File: src/rtl/dtg_pkg.sv
// constants, register map and field types of the tone generator control block
//
// Notes on behaviour
// - With the control-source select input high, frequency select, phase select, reset and converter sleep come from the dedicated pins.
// - With the control-source select input low, those four functions come from the software control bits instead.
// - Two independent frequency words, zero and one, are held and the host may load either of them.
// - The output frequency is the master clock divided by two to the 28th, times the selected frequency word.
// - The output phase is offset by two pi over 4096 times the selected phase word.
// - Two phase words, zero and one, are held and the host may load and select either of them.
// - A configuration bit chooses a sine or a ramp (triangle) output waveform.
// - A configuration bit enables or disables the comparator that forms the square-wave output.
// - With the comparator disabled, the sign output carries the accumulator MSB or that MSB divided by two, as configured.
// - Software can gate off the internal master clock in either mode, and in software mode power down the converter only, or both.
// - In pin mode, toggling the frequency select pin switches the output between word zero and word one.
// - A software reset command from the host resets the internal registers, beside the reset pin.
package dtg_pkg;

  // ----------------------------------------------------------------
  // widths
  // ----------------------------------------------------------------
  localparam int ACC_W   = 28;
  localparam int PHASE_W = 12;
  localparam int DAC_W   = 10;
  localparam int AMP_W   = 9;
  localparam int LUT_AW  = 4;
  localparam int ADR_W   = 8;

  // ----------------------------------------------------------------
  // register byte offsets
  // ----------------------------------------------------------------
  localparam logic [ADR_W-1:0] OFS_CTRL    = 8'h00;
  localparam logic [ADR_W-1:0] OFS_FREQ0   = 8'h04;
  localparam logic [ADR_W-1:0] OFS_FREQ1   = 8'h08;
  localparam logic [ADR_W-1:0] OFS_PHASE0  = 8'h0c;
  localparam logic [ADR_W-1:0] OFS_PHASE1  = 8'h10;
  localparam logic [ADR_W-1:0] OFS_COMMAND = 8'h14;
  localparam logic [ADR_W-1:0] OFS_STATUS  = 8'h18;
  localparam logic [ADR_W-1:0] OFS_ACCUM   = 8'h1c;

  // command register: soft reset bit
  localparam int CMD_SOFT_RESET_BIT = 0;

  // ----------------------------------------------------------------
  // control register layout (bits 7..0, upper bits read zero)
  // ----------------------------------------------------------------
  typedef struct packed {
    logic sign_full_msb;  // 7: 1 = msb, 0 = msb divided by two
    logic comp_en;        // 6: comparator drives the sign output
    logic wave_ramp;      // 5: 1 = ramp, 0 = sine
    logic sleep_dac;      // 4: converter powered down
    logic sleep_mclk;     // 3: internal master clock gated off
    logic sw_reset;       // 2: hold accumulator in reset
    logic sw_phase_sel;   // 1
    logic sw_freq_sel;    // 0
  } dtg_ctrl_t;

  localparam int CTRL_W = $bits(dtg_ctrl_t);
  localparam dtg_ctrl_t CTRL_RESET = '{sign_full_msb: 1'b1, default: 1'b0};

  // live status word, bits 7..0
  typedef struct packed {
    logic pin_mode;
    logic acc_msb;
    logic sign_bit;
    logic dac_down;
    logic mclk_gated;
    logic reset_active;
    logic phase_sel;
    logic freq_sel;
  } dtg_status_t;

  localparam int STATUS_W = $bits(dtg_status_t);

  // ----------------------------------------------------------------
  // output coding
  // ----------------------------------------------------------------
  localparam logic [DAC_W-1:0] DAC_MID    = 10'h200;
  localparam logic [DAC_W-1:0] DAC_MID_M1 = 10'h1ff;

  // first quarter of the sine, sampled at bin centres, full scale 511
  localparam logic [AMP_W-1:0] SINE_QUARTER [16] = '{
    9'h019, 9'h04b, 9'h07c, 9'h0ac, 9'h0db, 9'h107, 9'h130, 9'h157,
    9'h17b, 9'h19a, 9'h1b6, 9'h1ce, 9'h1e1, 9'h1f0, 9'h1f9, 9'h1fe
  };

endpackage

File: src/rtl/dtg_top.sv
// tone generator control: register slave, control source mux, accumulator, waveform and sign out
module dtg_top
(
  // clock and reset
  input  wire logic                        CLK_SYS_I,
  input  wire logic                        NRST_I,
  // wishbone classic slave
  input  wire logic                        WB_CYC_I,
  input  wire logic                        WB_STB_I,
  input  wire logic                        WB_WE_I,
  input  wire logic [dtg_pkg::ADR_W-1:0]   WB_ADR_I,
  input  wire logic [3:0]                  WB_SEL_I,
  input  wire logic [31:0]                 WB_DAT_I,
  output logic      [31:0]                 WB_DAT_O,
  output logic                             WB_ACK_O,
  // hardware control pins
  input  wire logic                        CONTROL_SOURCE_SELECT_I,
  input  wire logic                        FREQ_WORD_SELECT_PIN_I,
  input  wire logic                        PHASE_WORD_SELECT_PIN_I,
  input  wire logic                        RESET_PIN_I,
  input  wire logic                        SLEEP_PIN_I,
  // converter and sign outputs
  output logic      [dtg_pkg::DAC_W-1:0]   ANALOG_CURRENT_OUTPUT_O,
  output logic      [dtg_pkg::DAC_W-1:0]   ANALOG_CURRENT_OUTPUT_COMPLEMENT_O,
  output logic                             DAC_EN_O,
  output logic                             SIGN_BIT_O
);

  // ------------------------------------------------------------------
  // state
  // ------------------------------------------------------------------
  dtg_pkg::dtg_ctrl_t                ctrl;
  logic [dtg_pkg::ACC_W-1:0]         freq_word_zero;
  logic [dtg_pkg::ACC_W-1:0]         freq_word_one;
  logic [dtg_pkg::PHASE_W-1:0]       phase_word_zero;
  logic [dtg_pkg::PHASE_W-1:0]       phase_word_one;
  logic [dtg_pkg::ACC_W-1:0]         acc;
  logic                              acc_msb_prev;
  logic                              msb_div2;
  logic [dtg_pkg::DAC_W-1:0]         dac_code;
  logic                              sign_bit;
  logic                              ack;

  logic                              wb_req;
  logic                              wb_wr;
  logic                              soft_reset;
  logic [31:0]                       rd_data;
  dtg_pkg::dtg_status_t              status;

  logic                              freq_sel;
  logic                              phase_sel;
  logic                              reset_active;
  logic                              mclk_gated;
  logic                              dac_down;
  logic [dtg_pkg::ACC_W-1:0]         selected_freq_word_value;
  logic [dtg_pkg::PHASE_W-1:0]       selected_phase_word_value;
  logic [dtg_pkg::ACC_W-1:0]         next_acc;
  logic [dtg_pkg::PHASE_W-1:0]       lookup_phase;
  logic [dtg_pkg::LUT_AW-1:0]        quarter_idx;
  logic [dtg_pkg::AMP_W-1:0]         amp;
  logic [dtg_pkg::DAC_W-1:0]         sine_code;
  logic [dtg_pkg::DAC_W-1:0]         ramp_code;
  logic [dtg_pkg::DAC_W-1:0]         next_dac_code;
  logic                              next_sign_bit;

  // byte-lane merge of a write into a 32-bit register image
  function automatic logic [31:0] merge_lanes
  (
    input logic [31:0] old_val,
    input logic [31:0] new_val,
    input logic [3:0]  sel
  );
    logic [31:0] res;
    res = old_val;
    for (int b = 0; b < 4; b++)
    begin
      if (sel[b])
      begin
        res[b*8 +: 8] = new_val[b*8 +: 8];
      end
    end
    return res;
  endfunction

  // ------------------------------------------------------------------
  // wishbone slave
  // ------------------------------------------------------------------
  // ack one cycle after the request, then low for a cycle so a held
  // request is answered at most every other cycle
  assign wb_req = WB_CYC_I && WB_STB_I && !ack;
  assign wb_wr  = wb_req && WB_WE_I;

  // software reset command: one write with the reset bit set
  assign soft_reset = wb_wr && (WB_ADR_I == dtg_pkg::OFS_COMMAND) &&
                      WB_SEL_I[0] && WB_DAT_I[dtg_pkg::CMD_SOFT_RESET_BIT];

  always_ff @(posedge CLK_SYS_I or negedge NRST_I)
  begin
    if (!NRST_I)
    begin
      ack <= 1'b0;
    end
    else
    begin
      ack <= wb_req;
    end
  end

  always_ff @(posedge CLK_SYS_I or negedge NRST_I)
  begin
    if (!NRST_I)
    begin
      WB_DAT_O <= 32'h0000_0000;
    end
    else if (wb_req && !WB_WE_I)
    begin
      WB_DAT_O <= rd_data;
    end
  end

  assign WB_ACK_O = ack;

  // ------------------------------------------------------------------
  // configuration and word registers
  // ------------------------------------------------------------------
  always_ff @(posedge CLK_SYS_I or negedge NRST_I)
  begin
    if (!NRST_I)
    begin
      ctrl <= dtg_pkg::CTRL_RESET;
    end
    else if (soft_reset)
    begin
      ctrl <= dtg_pkg::CTRL_RESET;
    end
    else if (wb_wr && (WB_ADR_I == dtg_pkg::OFS_CTRL))
    begin
      ctrl <= dtg_pkg::dtg_ctrl_t'(dtg_pkg::CTRL_W'(merge_lanes(32'(ctrl), WB_DAT_I,
                                                                WB_SEL_I)));
    end
  end

  always_ff @(posedge CLK_SYS_I or negedge NRST_I)
  begin
    if (!NRST_I)
    begin
      freq_word_zero <= '0;
      freq_word_one  <= '0;
    end
    else if (soft_reset)
    begin
      freq_word_zero <= '0;
      freq_word_one  <= '0;
    end
    else if (wb_wr && (WB_ADR_I == dtg_pkg::OFS_FREQ0))
    begin
      freq_word_zero <= dtg_pkg::ACC_W'(merge_lanes(32'(freq_word_zero), WB_DAT_I,
                                                    WB_SEL_I));
    end
    else if (wb_wr && (WB_ADR_I == dtg_pkg::OFS_FREQ1))
    begin
      freq_word_one <= dtg_pkg::ACC_W'(merge_lanes(32'(freq_word_one), WB_DAT_I,
                                                   WB_SEL_I));
    end
  end

  always_ff @(posedge CLK_SYS_I or negedge NRST_I)
  begin
    if (!NRST_I)
    begin
      phase_word_zero <= '0;
      phase_word_one  <= '0;
    end
    else if (soft_reset)
    begin
      phase_word_zero <= '0;
      phase_word_one  <= '0;
    end
    else if (wb_wr && (WB_ADR_I == dtg_pkg::OFS_PHASE0))
    begin
      phase_word_zero <= dtg_pkg::PHASE_W'(merge_lanes(32'(phase_word_zero), WB_DAT_I,
                                                       WB_SEL_I));
    end
    else if (wb_wr && (WB_ADR_I == dtg_pkg::OFS_PHASE1))
    begin
      phase_word_one <= dtg_pkg::PHASE_W'(merge_lanes(32'(phase_word_one), WB_DAT_I,
                                                      WB_SEL_I));
    end
  end

  // ------------------------------------------------------------------
  // read mux
  // ------------------------------------------------------------------
  assign status = '{pin_mode:     CONTROL_SOURCE_SELECT_I,
                    acc_msb:      acc[dtg_pkg::ACC_W-1],
                    sign_bit:     sign_bit,
                    dac_down:     dac_down,
                    mclk_gated:   mclk_gated,
                    reset_active: reset_active,
                    phase_sel:    phase_sel,
                    freq_sel:     freq_sel};

  always_comb
  begin
    rd_data = 32'h0000_0000;
    unique case (WB_ADR_I)
      dtg_pkg::OFS_CTRL:    rd_data = 32'(ctrl);
      dtg_pkg::OFS_FREQ0:   rd_data = 32'(freq_word_zero);
      dtg_pkg::OFS_FREQ1:   rd_data = 32'(freq_word_one);
      dtg_pkg::OFS_PHASE0:  rd_data = 32'(phase_word_zero);
      dtg_pkg::OFS_PHASE1:  rd_data = 32'(phase_word_one);
      dtg_pkg::OFS_STATUS:  rd_data = 32'(status);
      dtg_pkg::OFS_ACCUM:   rd_data = 32'(acc);
      // command register and unmapped offsets read zero
      default:              rd_data = 32'h0000_0000;
    endcase
  end

  // ------------------------------------------------------------------
  // control source selection
  // ------------------------------------------------------------------
  // the sleep pin powers down the converter only; gating the master
  // clock stays a software choice in both modes
  always_comb
  begin
    if (CONTROL_SOURCE_SELECT_I)
    begin
      freq_sel     = FREQ_WORD_SELECT_PIN_I;
      phase_sel    = PHASE_WORD_SELECT_PIN_I;
      reset_active = RESET_PIN_I;
      dac_down     = SLEEP_PIN_I;
    end
    else
    begin
      freq_sel     = ctrl.sw_freq_sel;
      phase_sel    = ctrl.sw_phase_sel;
      reset_active = ctrl.sw_reset;
      dac_down     = ctrl.sleep_dac;
    end
    mclk_gated = ctrl.sleep_mclk;
  end

  // word selection follows the select level combinationally
  assign selected_freq_word_value  = freq_sel ? freq_word_one : freq_word_zero;
  assign selected_phase_word_value = phase_sel ? phase_word_one : phase_word_zero;

  // ------------------------------------------------------------------
  // phase accumulator
  // ------------------------------------------------------------------
  // wraps modulo 2^28, so fout = fclk * word / 2^28
  assign next_acc = acc + selected_freq_word_value;

  always_ff @(posedge CLK_SYS_I or negedge NRST_I)
  begin
    if (!NRST_I)
    begin
      acc <= '0;
    end
    else if (soft_reset || reset_active)
    begin
      acc <= '0;
    end
    else if (!mclk_gated)
    begin
      acc <= next_acc;
    end
  end

  // divide-by-two of the msb: toggles on each rising msb edge
  always_ff @(posedge CLK_SYS_I or negedge NRST_I)
  begin
    if (!NRST_I)
    begin
      acc_msb_prev <= 1'b0;
      msb_div2     <= 1'b0;
    end
    else if (soft_reset || reset_active)
    begin
      acc_msb_prev <= 1'b0;
      msb_div2     <= 1'b0;
    end
    else if (!mclk_gated)
    begin
      acc_msb_prev <= acc[dtg_pkg::ACC_W-1];
      if (acc[dtg_pkg::ACC_W-1] && !acc_msb_prev)
      begin
        msb_div2 <= !msb_div2;
      end
    end
  end

  // ------------------------------------------------------------------
  // waveform lookup
  // ------------------------------------------------------------------
  // 12-bit phase offset added to the top accumulator bits
  // so one step is 2*pi/4096
  assign lookup_phase = acc[dtg_pkg::ACC_W-1 -: dtg_pkg::PHASE_W] +
                        selected_phase_word_value;

  // quarter-wave table mirrored per quadrant; only 16 points per quarter,
  // a coarse sine traded for area
  assign quarter_idx = lookup_phase[dtg_pkg::PHASE_W-2] ?
                       ~lookup_phase[dtg_pkg::PHASE_W-3 -: dtg_pkg::LUT_AW] :
                        lookup_phase[dtg_pkg::PHASE_W-3 -: dtg_pkg::LUT_AW];
  assign amp = dtg_pkg::SINE_QUARTER[quarter_idx];

  assign sine_code = lookup_phase[dtg_pkg::PHASE_W-1] ?
                     (dtg_pkg::DAC_MID_M1 - dtg_pkg::DAC_W'(amp)) :
                     (dtg_pkg::DAC_MID + dtg_pkg::DAC_W'(amp));

  // triangle: rises over the first half cycle and falls over the second
  assign ramp_code = lookup_phase[dtg_pkg::PHASE_W-1] ?
                     ~lookup_phase[dtg_pkg::PHASE_W-2 -: dtg_pkg::DAC_W] :
                      lookup_phase[dtg_pkg::PHASE_W-2 -: dtg_pkg::DAC_W];

  always_comb
  begin
    if (reset_active || dac_down)
    begin
      next_dac_code = dtg_pkg::DAC_MID;
    end
    else if (ctrl.wave_ramp)
    begin
      next_dac_code = ramp_code;
    end
    else
    begin
      next_dac_code = sine_code;
    end
  end

  // comparator models a square wave from the generated waveform; it
  // needs the converter path, so next_sign_bit is low while that is down
  always_comb
  begin
    if (ctrl.comp_en)
    begin
      next_sign_bit = !dac_down && next_dac_code[dtg_pkg::DAC_W-1];
    end
    else if (ctrl.sign_full_msb)
    begin
      next_sign_bit = acc[dtg_pkg::ACC_W-1];
    end
    else
    begin
      next_sign_bit = msb_div2;
    end
  end

  // ------------------------------------------------------------------
  // output registers
  // ------------------------------------------------------------------
  always_ff @(posedge CLK_SYS_I or negedge NRST_I)
  begin
    if (!NRST_I)
    begin
      dac_code <= dtg_pkg::DAC_MID;
    end
    else if (soft_reset)
    begin
      dac_code <= dtg_pkg::DAC_MID;
    end
    else if (!mclk_gated || reset_active || dac_down)
    begin
      dac_code <= next_dac_code;
    end
  end

  always_ff @(posedge CLK_SYS_I or negedge NRST_I)
  begin
    if (!NRST_I)
    begin
      sign_bit <= 1'b0;
    end
    else if (soft_reset)
    begin
      sign_bit <= 1'b0;
    end
    else if (!mclk_gated || reset_active)
    begin
      sign_bit <= next_sign_bit; // kept alive while only the converter sleeps
    end
  end

  always_ff @(posedge CLK_SYS_I or negedge NRST_I)
  begin
    if (!NRST_I)
    begin
      DAC_EN_O <= 1'b0;
    end
    else
    begin
      DAC_EN_O <= !dac_down;
    end
  end

  assign ANALOG_CURRENT_OUTPUT_O            = dac_code;
  assign ANALOG_CURRENT_OUTPUT_COMPLEMENT_O = ~dac_code;
  assign SIGN_BIT_O                         = sign_bit;

endmodule

File: config.mk
export PLATFORM = sky130hd
export DESIGN_NAME = dtg_top
export DESIGN_NICKNAME = d
export VERILOG_FILES = /design/src/rtl/dtg_pkg.sv /design/src/rtl/dtg_top.sv
export SDC_FILE = /design/constraint.sdc
export NUM_CORES = 1
export LEC_CHECK = 0
export BUFFER_PORTS_ARGS = -buffer_cell sky130_fd_sc_hd__buf_2
export CORE_ASPECT_RATIO = 0.8
export CORE_MARGIN = 5
export CORE_UTILIZATION = 54
export CTS_CLUSTER_SIZE = 40
export DETAILED_ROUTE_END_ITERATION = 8
export PLACE_DENSITY = 0.77
export REMOVE_ABC_BUFFERS = 1
export SLEW_MARGIN = 20
export SYNTH_ARGS = -nofsm -noshare
export SYNTH_HDL_FRONTEND = slang
export SYNTH_SLANG_ARGS = --single-unit
File: constraint.sdc
create_clock -name CLK_SYS_I -period 3.9 [get_ports CLK_SYS_I]
set_clock_uncertainty 0.1 [all_clocks]
set_input_delay 0.39 -clock CLK_SYS_I [delete_from_list [all_inputs] [get_ports CLK_SYS_I]]
set_output_delay 0.39 -clock CLK_SYS_I [all_outputs]
set_load 0.01 [all_outputs]
Yosys cells after proc, flatten, opt, wreduce, memory -nomap -nowiden
Memory sizes are Yosys's and may differ from the RTL's. Index checks and enable logic that the tools add are counted. W data, S select, Z words.

Output and inout bits: 55. Register bits: 163. Input bits: 54. Memories kept: 1. ROM bits: 144. Bits in latches: 0. Bits in writable memories: 0.

Memories: (name not given) (depth 16, bits a word 9, rd ports 1, clocked after Yosys merged registers in 0, write ports 0, line dtg_top.sv:305) `assign amp = dtg_pkg::SINE_QUARTER[quarter_idx];`.

Bitwise logic cells: 4. Reductions and logical operators: 51. Eq/ne operators: 10. Mux-type cells: 44. $add $sub $neg: 4. Magnitude comparators: 1. Divide/modulo/power cells: 0. Shifts and indexed selects: 0. Multipliers: 0.

Operators with widths (count): $mux W28 (8); $pmux W28 S7 (1); $mux W12 (6); $mux W10 (6); $mux W8 (5); $eq A8 B5 Y1 const B (4); $add A28 B28 Y28 (1); $reduce_bool A2 Y1 (12); $not A10 Y10 (2); $mux W9 (2); $reduce_and A3 Y1 (6); $eq A8 B4 Y1 const B (2); $reduce_and A2 Y1 (8); $logic_and A1 B1 Y1 (14); $mux W1 (13); $add A12 B12 Y12 (1); $mux W4 (3); $add A10 B9 Y10 const A (1); $sub A9 B9 Y10 const A (1); $eq A8 B3 Y1 const B (1); $logic_not A8 Y1 (1); $logic_not A1 Y1 (6); $ge A5 B5 Y1 const B (1); $not A4 Y5 (1); other kinds (4) (8).

Longest topological paths before layout
Depth in word-level cells: 17. Gate-level depth with buffers: 19. Mapped depth without buffers: 17.

Worst setup path before layout
No wires, ideal clock.

Path type: input port to flip-flop. Start: input CONTROL_SOURCE_SELECT_I. End: register dac_code, in the netlist ANALOG_CURRENT_OUTPUT_O[1]. Arrival time: 4.178 ns. Slack: -0.510 ns. Stages on the path: 17. Setup time: 0.132 ns. Required time: 3.668 ns. Cell sequence: buf_6 -> mux2i_4 -> clkbuf_1 -> mux2_2 -> ha_1 -> a21o_1 -> a21o_1 -> a221o_1 -> a21oi_2 -> xnor2_2 -> xor2_2 -> inv_2 -> ha_1 -> o31a_1 -> a32oi_1 -> xor2_1 -> o21ai_1.

Cells in the longest elaborated chain, start to end: 15. Elaborated cells between the ends (all ways): 24. Those cells by class: 3 x add/sub; 13 x mux; 3 x bitwise; 4 x reduce/logical; 1 x memory.

RTL lines: start, declared (line dtg_top.sv:17) `input wire logic CONTROL_SOURCE_SELECT_I,`; $mux W1 (line dtg_top.sv:226) `if (CONTROL_SOURCE_SELECT_I)`; $mux W12 (line dtg_top.sv:245) `assign selected_phase_word_value = phase_sel ? phase_word_one : phase_word_zero;`; $add A12 B12 Y12 (line dtg_top.sv:297) `assign lookup_phase = acc[dtg_pkg::ACC_W-1 -: dtg_pkg::PHASE_W] +`; $not A4 Y4 (line dtg_top.sv:303) `~lookup_phase[dtg_pkg::PHASE_W-3 -: dtg_pkg::LUT_AW] :`; $mux W4 (line dtg_top.sv:302) `assign quarter_idx = lookup_phase[dtg_pkg::PHASE_W-2] ?`; $not A4 Y5 (not written as such) (line dtg_top.sv:305); $mem_v2 Z16 W9; $mux W9 (not written as such) (2 in a row) (line dtg_top.sv:305); $add A10 B9 Y10 / $sub A9 B9 Y10 (equally long branches) (line dtg_top.sv:309, dtg_top.sv:308); $mux W10 (line dtg_top.sv:307) `assign sine_code = lookup_phase[dtg_pkg::PHASE_W-1] ?`; $mux W10 (line dtg_top.sv:322) `else if (ctrl.wave_ramp)`; $mux W10 (line dtg_top.sv:318) `if (reset_active || dac_down)`; $mux W10 (line dtg_top.sv:363) `else if (!mclk_gated || reset_active || dac_down)`; $mux W10 (line dtg_top.sv:359) `else if (soft_reset)`; end signal, assigned (line dtg_top.sv:357) `dac_code <= dtg_pkg::DAC_MID;`; end signal, assigned (line dtg_top.sv:361) `dac_code <= dtg_pkg::DAC_MID;`; end signal, assigned (line dtg_top.sv:365) `dac_code <= next_dac_code;`; end, declared (line dtg_top.sv:40) `logic [dtg_pkg::DAC_W-1:0] dac_code;`.

Parallel ways exist; a longest one is shown, timed or not. The select of a mux whose other input is x is not followed. A chain may end at the register's enable or synchronous reset.

Final worst setup path
Start: register ctrl[1] (netlist name). End: register dac_code, in the netlist ANALOG_CURRENT_OUTPUT_O[4].

Cells in the longest elaborated chain, start to end: 15. Elaborated cells between the ends (all ways): 18. Those cells by class: 3 x add/sub; 11 x mux; 3 x bitwise; 1 x memory.

RTL lines: start, declared (line dtg_top.sv:32) `dtg_pkg::dtg_ctrl_t ctrl;`; start signal, assigned (line dtg_top.sv:130) `ctrl <= dtg_pkg::CTRL_RESET;`; start signal, assigned (line dtg_top.sv:134) `ctrl <= dtg_pkg::CTRL_RESET;`; start signal, assigned (line dtg_top.sv:138) `ctrl <= dtg_pkg::dtg_ctrl_t'(dtg_pkg::CTRL_W'(merge_lanes(32'(ctrl), WB_DAT_I,`; $mux W1 (*) (line dtg_top.sv:226); $mux W12 (*) (line dtg_top.sv:245); $add A12 B12 Y12 (*) (line dtg_top.sv:297); $not A4 Y4 (line dtg_top.sv:303); $mux W4 (line dtg_top.sv:302); $not A4 Y5 (not written as such) (line dtg_top.sv:305); $mem_v2 Z16 W9; $mux W9 (not written as such) (2 in a row) (line dtg_top.sv:305); $add A10 B9 Y10 / $sub A9 B9 Y10 (equally long branches) (line dtg_top.sv:309, dtg_top.sv:308); $mux W10 (line dtg_top.sv:307); $mux W10 (*) (line dtg_top.sv:322); $mux W10 (*) (line dtg_top.sv:318); $mux W10 (*) (line dtg_top.sv:363); $mux W10 (*) (line dtg_top.sv:359).

Every way passes the cells marked *; elsewhere a longest branch is shown, timed or not. The select of a mux whose other input is x is not followed.

==> flow_summary.toml <==
[sta]
layout_setup_ws_ps = -207
finalCritPeriodShare = 1.05
worst_slew_pin_slew_ps = 1060
finalSetupViolations = 6
whs_ps = 88.9
tns_ps = -423
final-hold-violation-count = 0
slew_violations = 0
rsz0062_at_grt = "true"
relSlewSlack = 0.290
max_freq_ghz = 0.243
period_needed_ps = 4110

[die]
initial_utilization = 0.555
dieHeight_um = 130
design.die.area_um2 = 20800
rows = 43
core_um2 = 17500
pin_count = 109
die_w_um = 160

[power_and_ir_drop]
clockPowerShare = 0.462
ir_drop_v = 0.000266
p_int_w = 0.00260
power_frac_comb = 0.066
cellPowerDensity_nw_per_um2 = 286
leakage_nw = 5.98
p_total_w = 0.00354
seq_power_share = 0.472
p_sw_w = 0.000939
switching_share = 0.265

[cts]
cts-buffers-inserted = 17
cts.sinks = 159
root_buffer = "clkbuf_16"
cts_max_level = 4
clk_pin_slew_ps = 70
cts_tree = "yes"
clk_latency_ps = 450
clockBufferDepth = 2

[yosys]
synth_seq_cells = 159
syn_inst = 1088
ys_warn_count = 0
synth_edf_count = 0
ys_types = 77
synth_ff_type = "dfrtp_1"
avgSynthCellArea_um2 = 8.94
seq_area_frac_synth = 0.409
async_flop_share = 1.00
syn_area_um2 = 9730

[global_route]
gr-usage-met2 = 0.458
grt_max_degree = 97
gr-usage-met3 = 0.0789
grt_pass1_vias = 9060
busiest_layer = "met2"
gr-total-overflow = 0
grt_pass1_wl_mm = 47.4
grt_usage = 0.287
antenna_found_initial = 4
use_met1 = 0.376

[place]
placed_area_um2 = 11100
dpl.hpwl_mm = 20.3
gp_congestion = 0.945
numPortBuffers = 100
place_ws_ps = -317

[drt]
dr.pass1.iters = 7
drt_first_iter_violations = 1342
ant_nets = 0
drt_wl_total_mm = 31.6
vias = 9457
avgViaCountPerCell = 6.25
post_drt_wl_per_cell_um = 20.9
remaining_drc_errors = 0

[critical_path]
crit_path_max_fanout = 6
cp.buffers_inverters = 3
cp_data_required_time_ps = 4160
worstSetupStartpointType = "flop"
critPathCaptureType = "flop"
critPathSlowestCell = "dfrtp_1"
crit_arrival_ps = 4360
cp_top_family = "compound AO/OA/AOI/OAI gates"
crit_type = "flop to flop"
max_stage_delay_ps = 430
path_cells = "mux2i_4, buf_12, mux2_2, ha_4, buf_4, a21o_1, a221o_1, a21oi_2, xnor2_2, xor2_2, buf_4, ha_4, nor3_2, nor4_1, a211oi_2, xor2_1, o21ai_1"

[finish]
drive_above_1_share = 0.292
fin_nets = 1370
stdcell_area_um2 = 12400
areaGrowthSynthToFinish_pct = 27.4

[outcome]
outcome = "complete, but fails checks"
violations = "setup timing"

[job]
max_cap_violations = 0

[min_path]
worstHoldPathType = "input port to flop"
## timing repair
item	in CTS	in global routing
resized for setup	31	69
buffers inserted	6	9
gates cloned	1	1
endpoints found under the hold margin	64	0
pin swaps	12	44
setup endpoints to repair	13	22
hold buffers	1	0
## kinds of logic (layout without fill, tap and decap cells)
family / count (synthesis) / count (layout) / share of synthesized area
and+or+nand+nor: 342 / 342 / 0.153
DFF: 159 / 159 / 0.409
buffers and inverters: 96 / 290 / 0.0395
xor gates and xnor gates: 49 / 50 / 0.0525
adders and majority gates: 43 / 43 / 0.0568
AOI/OAI and AO/OA: 339 / 339 / 0.222
muxes: 59 / 59 / 0.0669
other: 1 / 6 / 0.000385
## metal layers
metal	share of wire	routed length [µm]
met1	0.41	13000
met2	0.46	14500
met3	0.089	2820
met4	0.041	1280
met5	0.00089	28
## final cells by class
type,instances,area [µm²]
Multi-Input combinational cell,837,5930
Clock buffer,18,439
Inverter,38,143
Tap cell,225,282
Sequential cell,159,3980
Clock inverter,14,128
Timing Repair Buffer,220,1490
Fill cell,1245,5150
Antenna cell,2,5.00
## worst register-to-register path: cells and delay by family (launching register included)
| kind | cells | cell delay, ps |
|---|---|---|
| AOI/OAI and AO/OA | 5 | 930 |
| xor gates and xnor gates | 3 | 630 |
| buffers and inverters | 3 | 480 |
| DFF | 1 | 430 |
| adders and majority gates | 2 | 430 |
| muxes | 2 | 600 |
| and+or+nand+nor | 2 | 440 |
## state kept, by name, summed over array words and instances, names as in the netlist, 7 cells and up
name and flops:
ANALOG_CURRENT_OUTPUT_O 10, WB_DAT_O 28, acc 28, phase_word_one 12
phase_word_zero 12, freq_word_zero 28, ctrl 7, freq_word_one 28
## layout by cell type, fill, tap and decap left out, types with 5 or more instances in the layout
cell | synthesis | layout
mux2i_1 | 20 | 18
buf_4 | 4 | 106
nand2_1 | 192 | 190
nand2b_1 | 7 | 7
and3_1 | 7 | 7
mux2_2 | 37 | 34
a21o_1 | 29 | 29
clkbuf_16 | 0 | 17
nor2_2 | 0 | 5
xor2_1 | 9 | 8
xnor2_2 | 2 | 6
o21ai_1 | 10 | 14
a222oi_1 | 14 | 14
nor3_1 | 9 | 6
inv_1 | 36 | 34
a21oi_1 | 75 | 72
a22o_1 | 13 | 13
o21a_1 | 7 | 7
buf_2 | 1 | 99
o21ai_0 | 118 | 112
ha_1 | 41 | 30
a22oi_1 | 16 | 16
dfrtp_1 | 157 | 157
ha_4 | 0 | 10
buf_6 | 1 | 11
inv_6 | 0 | 5
or3_1 | 7 | 7
xnor2_1 | 33 | 28
and2_1 | 9 | 9
nand3_1 | 30 | 28
nor2_1 | 56 | 49
a31oi_1 | 9 | 8
## through the flow
step | instances | util
floorplan | 1033 | -
global placement | 1462 | 0.633
detailed placement | 1462 | 0.633
CTS | 1502 | 0.681
global route | 1513 | 0.706
finish | 1513 | 0.706
## Yosys cell counts, types with 20 or more instances
cell type / n / area share
inv_1: 36 / 0.014
dfrtp_1: 157 / 0.40
ha_1: 41 / 0.053
mux2i_1: 20 / 0.021
a21oi_1: 75 / 0.039
nand2_1: 192 / 0.074
o21ai_0: 118 / 0.061
clkbuf_1: 45 / 0.017
a21o_1: 29 / 0.022
xnor2_1: 33 / 0.030
nand3_1: 30 / 0.015
mux2_2: 37 / 0.043
nor2_1: 56 / 0.022
## path summary, 6_finish.rpt
check | to | slack [ps] | from | cells after the start
setup / recovery | ANALOG_CURRENT_OUTPUT_O[4] | -210 | ctrl[1] | 17
hold / removal | ctrl[1] | 90 | WB_DAT_I[1] | 3
setup reg to reg | ANALOG_CURRENT_OUTPUT_O[4] | -210 | ctrl[1] | 17
hold reg to reg | WB_DAT_O[8] | 370 | WB_DAT_O[8] | 1
max in group asynchronous | ANALOG_CURRENT_OUTPUT_O[9] | 2270 | NRST_I | 3
min in group asynchronous | WB_DAT_O[12] | 520 | NRST_I | 2
## power by group through the flow
stage                     sequential (W)  clock [W]  combinational, W
after floorplan                  0.00170          0         0.0000801
after global placement           0.00170          0          0.000202
after detailed placement         0.00170          0          0.000206
after CTS                        0.00167    0.00163          0.000219
after global routing             0.00167    0.00171          0.000255
final                            0.00167    0.00163          0.000235
Note: power is estimated with default switching activity, not from simulation.
